--- src/pkg/sbt_pkg.sv ---
// Purpose: Shared constants and types for the SRAM boundary-scan TAP.
// Assumes: One 100 MHz pclk domain; TCK, TMS and TDI arrive as async pins.
// Notes:   Register offsets are byte addresses on a 32-bit APB slave.
package sbt_pkg;
   // ----------------------------------------------------------------
   // Scan register geometry
   // ----------------------------------------------------------------
   localparam int SBT_IR_W = 3;
   localparam int SBT_BSR_W = 109;
   localparam int SBT_ID_W = 32;
   localparam int SBT_OE_CELL = 108;

   // ----------------------------------------------------------------
   // Instruction codes and capture patterns
   // ----------------------------------------------------------------
   localparam logic [2:0] SBT_INS_EXTEST = 3'h0;
   localparam logic [2:0] SBT_INS_IDENT_SELECT = 3'h1;
   localparam logic [2:0] SBT_INS_SAMPLE_Z = 3'h2;
   localparam logic [2:0] SBT_INS_SAMPLE = 3'h4;
   localparam logic [2:0] SBT_INS_BYPASS = 3'h7;
   localparam logic [2:0] SBT_IR_CAPTURE = 3'h1;
   localparam logic [2:0] SBT_IR_RESET = SBT_INS_IDENT_SELECT;
   localparam logic SBT_BYP_CAPTURE = 1'h0;
   localparam logic SBT_OE_RESET = 1'h0;
   localparam logic SBT_ID_PRESENT = 1'h1;

   // ----------------------------------------------------------------
   // APB register map
   // ----------------------------------------------------------------
   localparam int SBT_APB_AW = 12;
   localparam logic [11:0] SBT_ADDR_CTRL = 12'h000;
   localparam logic [11:0] SBT_ADDR_STAT = 12'h004;
   localparam logic [11:0] SBT_ADDR_IDV = 12'h008;
   localparam int SBT_CTRL_HOLD_BIT = 0;
   localparam logic SBT_CTRL_HOLD_RESET = 1'h0;

   // ----------------------------------------------------------------
   // Types
   // ----------------------------------------------------------------
   typedef enum logic [3:0] {
      S_TLR, S_RTI, S_SELDR, S_CAPDR, S_SHDR, S_EX1DR, S_PAUDR, S_EX2DR,
      S_UPDR, S_SELIR, S_CAPIR, S_SHIR, S_EX1IR, S_PAUIR, S_EX2IR, S_UPIR
   } sbt_tap_state_t;

   typedef struct packed {
      logic tck;
      logic tms;
      logic tdi;
   } sbt_jtag_t;
endpackage

--- src/verilog/sbt_sync.sv ---
// Purpose: Two-stage synchroniser for a bundle of async levels.
// Assumes: Each bit is an independent level; no bus coherency is implied.
// Notes:   The first stage feeds only the second stage.
`timescale 1ns/10ps
module sbt_sync #(
   parameter int W = 1
) (
   input wire logic clk,
   input wire logic rst_n,
   input wire logic [W-1:0] d,
   output logic [W-1:0] q
);
   logic [W-1:0] meta_q;

   always_ff @(posedge clk or negedge rst_n) begin
      if (!rst_n) begin
         meta_q <= '0;
         q <= '0;
      end else begin
         meta_q <= d;
         q <= meta_q;
      end
   end
endmodule

--- src/verilog/sbt_tap.sv ---
// Purpose: Boundary-scan TAP for a synchronous SRAM, with APB status.
// Assumes: TCK is far slower than pclk and is sampled, not used as a clock.
// Notes:   TDO and all pin controls are registered on pclk.
// Contract
// - Three-bit instruction register shifted TDI to TDO
// - Identification-select loaded at reset and TLR
// - Capture-IR loads 01 into low bits
// - Bypass bit captures zero
// - Bypass routes TDI to TDO in Shift-DR
// - Boundary register captures pins, shifts in Shift-DR
// - Cell per bump, TDI at MSB, LSB to TDO
// - Identification value captured in Capture-DR
// - Identification value shifted out in Shift-DR
// - New instruction applied only at Update-IR
// - Sample-Z selects boundary register, read bus off
// - Sample snapshots pins, core runs undisturbed
// - Update latches preload shifted pattern
// - Preload shifts in while sample shifts out
// - Extest drives latches onto pins, boundary selected
// - Cell 108 latch gates read bus under extest
// - Enable latch cleared at reset and TLR
// - Sample TMS/TDI rising, TDO changes falling
// - Five TMS-high edges reach reset state
// - Decode 000,001,010,100,111; others reserved
//
// Decided for this implementation: the register addresses and the APB interface to the registers.
`timescale 1ns/10ps
module sbt_tap import sbt_pkg::*; #(
   parameter logic [2:0] ID_REV = 3'h0,        // Arbitrary value
   parameter logic [16:0] ID_PART = 17'h00a5c, // Arbitrary value
   parameter logic [10:0] ID_MAKER = 11'h2b3   // Arbitrary value
) (
   input wire logic pclk,
   input wire logic presetn,
   input wire logic psel,
   input wire logic penable,
   input wire logic pwrite,
   input wire logic [SBT_APB_AW-1:0] paddr,
   input wire logic [31:0] pwdata,
   output logic [31:0] prdata,
   output logic pready,
   output logic pslverr,
   input wire logic tck,
   input wire logic tms,
   input wire logic tdi,
   output logic tdo,
   output logic tdo_oe,
   input wire logic [SBT_BSR_W-1:0] pins_in,
   input wire logic core_rd_oe,
   output logic [SBT_BSR_W-1:0] bsr_latch_q,
   output logic extest_q,
   output logic rd_oe_q
);
   // ----------------------------------------------------------------
   // Pin synchronisation and TCK edge detection
   // ----------------------------------------------------------------
   sbt_jtag_t jt_raw;
   sbt_jtag_t jt_s;
   logic [SBT_BSR_W-1:0] pins_s;
   logic tck_prev_q, tck_prev_d;
   logic rise, fall;

   assign jt_raw = '{tck: tck, tms: tms, tdi: tdi};

   sbt_sync #(.W($bits(sbt_jtag_t))) u_sync (
      .clk(pclk),
      .rst_n(presetn),
      .d(jt_raw),
      .q(jt_s)
   );

   // Pins move with the SRAM clock; a capture may still catch a bit in flight
   sbt_sync #(.W(SBT_BSR_W)) u_pin_sync (
      .clk(pclk),
      .rst_n(presetn),
      .d(pins_in),
      .q(pins_s)
   );

   // TMS and TDI go through the same two stages as TCK, so they stay
   // aligned with the detected edge
   assign rise = jt_s.tck & ~tck_prev_q;
   assign fall = ~jt_s.tck & tck_prev_q;

   // ----------------------------------------------------------------
   // TAP state transition
   // ----------------------------------------------------------------
   function automatic sbt_tap_state_t tap_next(input sbt_tap_state_t s, input logic m);
      sbt_tap_state_t n;
      n = s;
      case (s)
         S_TLR: n = m ? S_TLR : S_RTI;
         S_RTI: n = m ? S_SELDR : S_RTI;
         S_SELDR: n = m ? S_SELIR : S_CAPDR;
         S_CAPDR: n = m ? S_EX1DR : S_SHDR;
         S_SHDR: n = m ? S_EX1DR : S_SHDR;
         S_EX1DR: n = m ? S_UPDR : S_PAUDR;
         S_PAUDR: n = m ? S_EX2DR : S_PAUDR;
         S_EX2DR: n = m ? S_UPDR : S_SHDR;
         S_UPDR: n = m ? S_SELDR : S_RTI;
         S_SELIR: n = m ? S_TLR : S_CAPIR;
         S_CAPIR: n = m ? S_EX1IR : S_SHIR;
         S_SHIR: n = m ? S_EX1IR : S_SHIR;
         S_EX1IR: n = m ? S_UPIR : S_PAUIR;
         S_PAUIR: n = m ? S_EX2IR : S_PAUIR;
         S_EX2IR: n = m ? S_UPIR : S_SHIR;
         S_UPIR: n = m ? S_SELDR : S_RTI;
         default: n = S_TLR;
      endcase
      return n;
   endfunction

   // ----------------------------------------------------------------
   // TAP datapath state
   // ----------------------------------------------------------------
   sbt_tap_state_t st_q, st_d;
   logic [SBT_IR_W-1:0] ir_sh_q, ir_sh_d, ir_q, ir_d;
   logic byp_q, byp_d;
   logic [SBT_ID_W-1:0] id_q, id_d;
   logic [SBT_BSR_W-1:0] bsr_q, bsr_d, upd_d;
   logic tdo_d, tdo_oe_d, extest_d, rd_oe_d;
   logic sel_bsr, sel_id, dr_lsb, boundary_upd, hold_q;
   logic [SBT_ID_W-1:0] id_value;

   assign id_value = {ID_REV, ID_PART, ID_MAKER, SBT_ID_PRESENT};

   // Reserved codes fall through to the bypass path, a safe one-bit chain
   assign sel_bsr = (ir_q == SBT_INS_EXTEST) || (ir_q == SBT_INS_SAMPLE)
                    || (ir_q == SBT_INS_SAMPLE_Z);
   assign sel_id = (ir_q == SBT_INS_IDENT_SELECT);
   assign boundary_upd = (ir_q == SBT_INS_EXTEST) || (ir_q == SBT_INS_SAMPLE);
   assign dr_lsb = sel_bsr ? bsr_q[0] : (sel_id ? id_q[0] : byp_q);

   always_comb begin
      st_d = st_q;
      ir_sh_d = ir_sh_q;
      ir_d = ir_q;
      byp_d = byp_q;
      id_d = id_q;
      bsr_d = bsr_q;
      upd_d = bsr_latch_q;
      tdo_d = tdo;
      tdo_oe_d = tdo_oe;
      tck_prev_d = jt_s.tck;
      if (hold_q) begin
         // Software hold parks the TAP as if TMS were stuck high
         st_d = S_TLR;
         ir_d = SBT_IR_RESET;
         upd_d[SBT_OE_CELL] = SBT_OE_RESET;
         tdo_oe_d = 1'b0;
      end else if (rise) begin
         st_d = tap_next(st_q, jt_s.tms);
         case (st_q)
            S_TLR: begin
               ir_d = SBT_IR_RESET;
               upd_d[SBT_OE_CELL] = SBT_OE_RESET;
            end
            S_CAPIR: ir_sh_d = SBT_IR_CAPTURE;
            S_SHIR: ir_sh_d = {jt_s.tdi, ir_sh_q[SBT_IR_W-1:1]};
            S_UPIR: ir_d = ir_sh_q;
            S_CAPDR: begin
               if (sel_bsr) begin
                  // Only a snapshot; the core keeps running
                  bsr_d = pins_s;
               end else if (sel_id) begin
                  id_d = id_value;
               end else begin
                  byp_d = SBT_BYP_CAPTURE;
               end
            end
            S_SHDR: begin
               if (sel_bsr) begin
                  // New preload enters at the MSB as samples leave
                  bsr_d = {jt_s.tdi, bsr_q[SBT_BSR_W-1:1]};
               end else if (sel_id) begin
                  id_d = {jt_s.tdi, id_q[SBT_ID_W-1:1]};
               end else begin
                  byp_d = jt_s.tdi;
               end
            end
            S_UPDR: begin
               if (boundary_upd) begin
                  upd_d = bsr_q;
               end
            end
            default: begin
            end
         endcase
      end else if (fall) begin
         // TDO only moves here, half a TCK period after the shift
         tdo_oe_d = (st_q == S_SHIR) || (st_q == S_SHDR);
         tdo_d = (st_q == S_SHIR) ? ir_sh_q[0] : dr_lsb;
      end
      extest_d = (ir_q == SBT_INS_EXTEST);
      if (ir_q == SBT_INS_SAMPLE_Z) begin
         rd_oe_d = 1'b0;
      end else if (ir_q == SBT_INS_EXTEST) begin
         rd_oe_d = bsr_latch_q[SBT_OE_CELL];
      end else begin
         rd_oe_d = core_rd_oe;
      end
   end

   always_ff @(posedge pclk or negedge presetn) begin
      if (!presetn) begin
         st_q <= S_TLR;
         ir_sh_q <= SBT_IR_CAPTURE;
         ir_q <= SBT_IR_RESET;
         byp_q <= SBT_BYP_CAPTURE;
         id_q <= '0;
         bsr_q <= '0;
         bsr_latch_q <= '0;
         tdo <= 1'b0;
         tdo_oe <= 1'b0;
         tck_prev_q <= 1'b0;
         extest_q <= 1'b0;
         rd_oe_q <= 1'b0;
      end else begin
         st_q <= st_d;
         ir_sh_q <= ir_sh_d;
         ir_q <= ir_d;
         byp_q <= byp_d;
         id_q <= id_d;
         bsr_q <= bsr_d;
         bsr_latch_q <= upd_d;
         tdo <= tdo_d;
         tdo_oe <= tdo_oe_d;
         tck_prev_q <= tck_prev_d;
         extest_q <= extest_d;
         rd_oe_q <= rd_oe_d;
      end
   end

   // ----------------------------------------------------------------
   // APB slave: one wait state, reads registered
   // ----------------------------------------------------------------
   logic [31:0] prdata_d;
   logic pready_d, pslverr_d, hold_d;
   logic [31:0] stat_word;

   assign stat_word = {23'h000000, tdo_oe, rd_oe_q, ir_q, st_q};

   always_comb begin
      pready_d = 1'b0;
      pslverr_d = 1'b0;
      prdata_d = prdata;
      hold_d = hold_q;
      if (psel && penable && !pready) begin
         // Answer prepared in the first access cycle, shown in the next
         pready_d = 1'b1;
         prdata_d = 32'h00000000;
         if (paddr == SBT_ADDR_CTRL) begin
            prdata_d[SBT_CTRL_HOLD_BIT] = hold_q;
         end else if (paddr == SBT_ADDR_STAT) begin
            prdata_d = stat_word;
            pslverr_d = pwrite;
         end else if (paddr == SBT_ADDR_IDV) begin
            prdata_d = id_value;
            pslverr_d = pwrite;
         end else begin
            pslverr_d = 1'b1;
         end
      end
      // Writes commit only on the edge that completes the access
      if (psel && penable && pready && pwrite && paddr == SBT_ADDR_CTRL) begin
         hold_d = pwdata[SBT_CTRL_HOLD_BIT];
      end
   end

   always_ff @(posedge pclk or negedge presetn) begin
      if (!presetn) begin
         prdata <= '0;
         pready <= 1'b0;
         pslverr <= 1'b0;
         hold_q <= SBT_CTRL_HOLD_RESET;
      end else begin
         prdata <= prdata_d;
         pready <= pready_d;
         pslverr <= pslverr_d;
         hold_q <= hold_d;
      end
   end

   // ----------------------------------------------------------------
   // Checks
   // ----------------------------------------------------------------
   logic [2:0] tms_run_q;
   logic oe_cell;

   assign oe_cell = bsr_latch_q[SBT_OE_CELL];

   always_ff @(posedge pclk or negedge presetn) begin
      if (!presetn) begin
         tms_run_q <= 3'h0;
      end else if (rise) begin
         tms_run_q <= !jt_s.tms ? 3'h0 : (tms_run_q == 3'h5 ? 3'h5 : tms_run_q + 3'h1);
      end
   end
endmodule

--- config.mk ---
export PLATFORM = sky130hd
export DESIGN_NAME = sbt_tap
export DESIGN_NICKNAME = d
export VERILOG_FILES = /design/src/pkg/sbt_pkg.sv /design/src/verilog/sbt_sync.sv /design/src/verilog/sbt_tap.sv
export SDC_FILE = /design/constraint.sdc
export NUM_CORES = 1
export LEC_CHECK = 0
export BUFFER_PORTS_ARGS = -buffer_cell sky130_fd_sc_hd__buf_2
export CORE_ASPECT_RATIO = 1.4
export CORE_MARGIN = 8
export CORE_UTILIZATION = 60
export CTS_CLUSTER_DIAMETER = 100
export DETAILED_ROUTE_END_ITERATION = 12
export PLACE_DENSITY = 0.85
export RECOVER_POWER = 50
export SLEW_MARGIN = 0
export SYNTH_ARGS = -nofsm -noshare
export SYNTH_HDL_FRONTEND = slang
export SYNTH_HIERARCHICAL = 1
export SYNTH_SLANG_ARGS = --single-unit
--- constraint.sdc ---
create_clock -name pclk -period 4.3 [get_ports pclk]
set_clock_uncertainty 0.2 [all_clocks]
set_input_delay 0.43 -clock pclk [delete_from_list [all_inputs] [get_ports pclk]]
set_output_delay 0.43 -clock pclk [all_outputs]
set_load 0.01 [all_outputs]
==> results by group <==
Setup path
  • Required @ worst endpoint: 4.77 ns
  • Crit path max fanout: 98
  • Critical Path AT: ~3.6 ns
  • Slowest-stage cell, CP: clkbuf_2
  • CP max stage delay: about 1.8 ns
  • WP buf/inv: 3
  • CP startpoint kind: input pin
  • Critical path class: in2async
  • Worst path cell trace: dlygate4sd3_1 -> clkbuf_2 -> buf_4
  • CP delay by family, top: buffers and inverters
  • CP endpoint kind: asynchronous set/reset pin

Final layout
  • Nets: 1,790
  • Fillers: approximately 1.8k
  • Share of cells above drive strength 1: 21.55%
  • Most common cell after layout, fill and taps aside: dfrtp_1
  • Most frequent cells in the layout: dfrtp_1 (501), nand2_1 (163), buf_2 (155)
  • Layout area overhead: 22.74%

Synth
  • Post-synth EDFFs: 0
  • Synth cell types: 59
  • Yosys top cell area share: 70.65%
  • Seq/Total Area, Yosys: 70.95%
  • FFs w/ async S/R, synth: 100.0%
  • Syn Inst Count: 1,270
  • Post-synthesis register bit count: between 500 and 600
  • Cell taking the most area after synthesis: dfrtp_1
  • Yosys Warn Count: 6
  • Post-synthesis average cell area: 13.97 um2
  • Mapped Area: 17,740 um2
  • Top cells by area, synth: dfrtp_1 (71%), mux2i_1 (6.2%), mux2_2 (5.8%), nand2_1 (3.4%), o21ai_0 (2.9%)
  • Dominant synthesized flop cell: dfrtp_1

STA
  • Setup violations, final: 0
  • Max-slew violation count: 95
  • Worst Tran Pin Value: 2.668 ns
  • Unrepaired setup endpoints after global routing: no
  • Fmax: 316.6 MHz
  • Final hold violation count: 0
  • Setup_tns: 0 ns
  • WHS: 0.07631 ns
  • Min Tclk post-route: 3.159 ns
  • Final worst-path cycle share: 73.46%
  • Rel. slew slack: -77.87%

Route
  • WL per Instance: 19.96 um
  • Via density: between 5 and 6
  • ANT nets after route: 0
  • WL final: 40,830 um
  • Drt first pass iters: 5
  • Initial DRC count: between 700 and 800
  • # DRC: 0
  • Vias: 11.03k

GRT
  • First-pass GRT wire length: 65,100 um
  • Initial antenna violation count: 4
  • Vias in the first global route: 12.04k
  • Met1 usage: 27.21%
  • GRT Total Usage: between 20% and 30%
  • M2 GR Usage: 40.67%
  • Pin count of the biggest net entering global routing: 173
  • Grt peak-use layer: met2
  • Total grt overflow: 0
  • Grt met3 use: 5.415%

Pwr
  • Int Pwr: 8589 uW
  • Reg power frac: approximately half
  • Clock network power share: 33.4%
  • Sw power: 3384 uW
  • Sw frac: between 20 and 30%
  • Worst VDD drop: around 0.00041 V
  • Power per cell area: 549.8 nW/um2
  • Comb power frac: ~15%
  • LEAKAGE: 0.01033 uW

Die
  • Cell Rows: 74
  • Area of the core: 29,170 um2
  • Initial Utilization: 60.84%
  • Die Area: 35,410 um2
  • DIE HEIGHT: around 220 um
  • Die W: 161.3 um
  • I/O pin count: 309

Clock tree
  • CTS sink cnt: 503
  • CTS Buf Count: 45
  • Total setup buffers inserted after CTS: 0
  • CTS H-Tree Depth: 2
  • CTS max path bufs: 3
  • TritonCTS clock tree: built
  • Reg clk slew, reported paths: 0.07 ns
  • Root buffer cell: clkbuf_16
  • Clock latency on the worst-skew pair: 0.54 ns

Outcome
  • Failing checks: capacitance limit, slew limit
  • Status: finished with violations

Placed design
  • Port bufs: 261
  • Hpwl dp: around 23,000 um
  • Gpl congestion: 0.7952

Flow run
  • Max-Cap Viols: 1

Worst hold path
  • Hold Path Class: in2reg
-- kinds of logic after synthesis --
| family | after synthesis | share of synthesized area, % |
|---|---|---|
| xor+xnor | 1 | 0.04937 |
| flops | 503 | 70.95 |
| compound gates | 164 | 5.147 |
| buf+inv | 102 | 3.060 |
| other cells | 1 | 0.02113 |
| fa+ha+maj | 1 | 0.05641 |
| mux | 221 | 13.67 |
| simple gates | 277 | 7.044 |
-- Yosys cell counts, types with 2 or more instances --
library cell / count
o21ai_0: 102
or4_1: 2
o31ai_1: 2
nand3_1: 21
or3_1: 2
nor3b_1: 2
dfrtp_1: 501
o311ai_0: 2
nor4_1: 3
buf_2: 35
nor2b_1: 6
clkbuf_1: 26
buf_4: 25
nand4_1: 2
nand2b_1: 3
dfstp_2: 2
a211oi_1: 6
nor2_1: 39
nor3_1: 17
and2_1: 3
a21oi_1: 12
mux2_4: 20
mux2i_1: 110
a22oi_1: 2
mux2_2: 91
o21ai_1: 20
buf_6: 3
a31oi_1: 3
nand2_1: 163
buf_1: 4
inv_1: 9
o21bai_1: 2
a22o_1: 3
nor4b_4: 2
-- worst register-to-register path, cell delays in order (launching register included) --
cell and delay (ns):
dfrtp_1 0.62, or2_1 0.39, nor4b_4 0.44, nand2_8 0.61
mux2_2 0.63
-- flip-flops by register name, indices dropped and copies added, names as in the netlist --
signal	flops
bsr_latch_q	109
bsr_q	109
u_pin_sync/meta_q	109
u_pin_sync/q	109
id_q	32
prdata	10
st_q	4
ir_q	3
ir_sh_q	3
u_sync/meta_q	3
u_sync/q	3
byp_q	1
extest_q	1
hold_q	1
pready	1
pslverr	1
rd_oe_q	1
tck_prev_q	1
tdo	1
tdo_oe	1
-- per-stage QoR --
step	worst slack (ns)	utilization, %	area, um2	total power [uW]	std cells
6_report	1.141	74.68	21780	11970	2046
5_1_grt	0.6907	74.66	21770	12550	2044
4_1_cts	1.332	75.11	21910	11980	2041
3_5_place_dp	1.364	66.16	19300	7917	1846
3_3_place_gp	1.400	66.16	19300	7760	1846
2_1_floorplan	2.266	-	17800	7236	1285
-- timing repair --
item                      in CTS  in global routing
gates resized for setup        0                  0
hold buffers                 115                  0
hold endpoints to repair     204                  0
-- final timing paths --
kind                       cells past startpoint                       startpoint                         endpoint  slack, ns
max reg2reg                                    4              st_q[0]$_DFFE_PN0N_      bsr_latch_q[26]$_DFFE_PN0P_       1.30
min in group asynchronous                      2                          presetn            u_sync/q[2]$_DFF_PN0_       0.98
max in group pclk                              4              st_q[0]$_DFFE_PN0N_      bsr_latch_q[26]$_DFFE_PN0P_       1.30
min reg2reg                                    0  u_pin_sync/meta_q[61]$_DFF_PN0_       u_pin_sync/q[61]$_DFF_PN0_       0.14
max                                            3                          presetn  u_pin_sync/meta_q[41]$_DFF_PN0_       1.14
min                                            4                         paddr[0]            prdata[6]$_DFFE_PN0P_       0.08
-- power by group through the flow --
| stage | Clock [uW] | Combinational [uW] | Sequential (uW) |
|---|---|---|---|
| after floorplan | 0 | 1240 | 5990 |
| after global placement | 0 | 1570 | 6190 |
| after detailed placement | 0 | 1670 | 6250 |
| after CTS | 4020 | 1780 | 6180 |
| after global routing | 4260 | 1990 | 6300 |
| final | 4000 | 1770 | 6200 |
-- routing by layer --
metal / routed length [um] / up-vias / part of all wire, %
met5: 8 / - / 0.020
met4: 1675 / 2 / 4.1
met3: 2314 / 92 / 5.7
met2: 21290 / 371 / 52
met1: 15540 / 5575 / 38
li1: - / 4991 / -
-- final cells by class --
class | count | area [um2] | area share (%)
clock buffers | 68 | 1303 | 5.980
diodes | 5 | 12.51 | 0.05745
inverters | 9 | 33.78 | 0.1551
flip-flops and latches | 503 | 12590 | 57.80
multi-input cells | 680 | 4697 | 21.57
clock inverters | 12 | 155.1 | 0.7124
repair buffers | 389 | 2514 | 11.54
well taps | 380 | 475.5 | 2.183
Power figures use the tool's default switching activity.
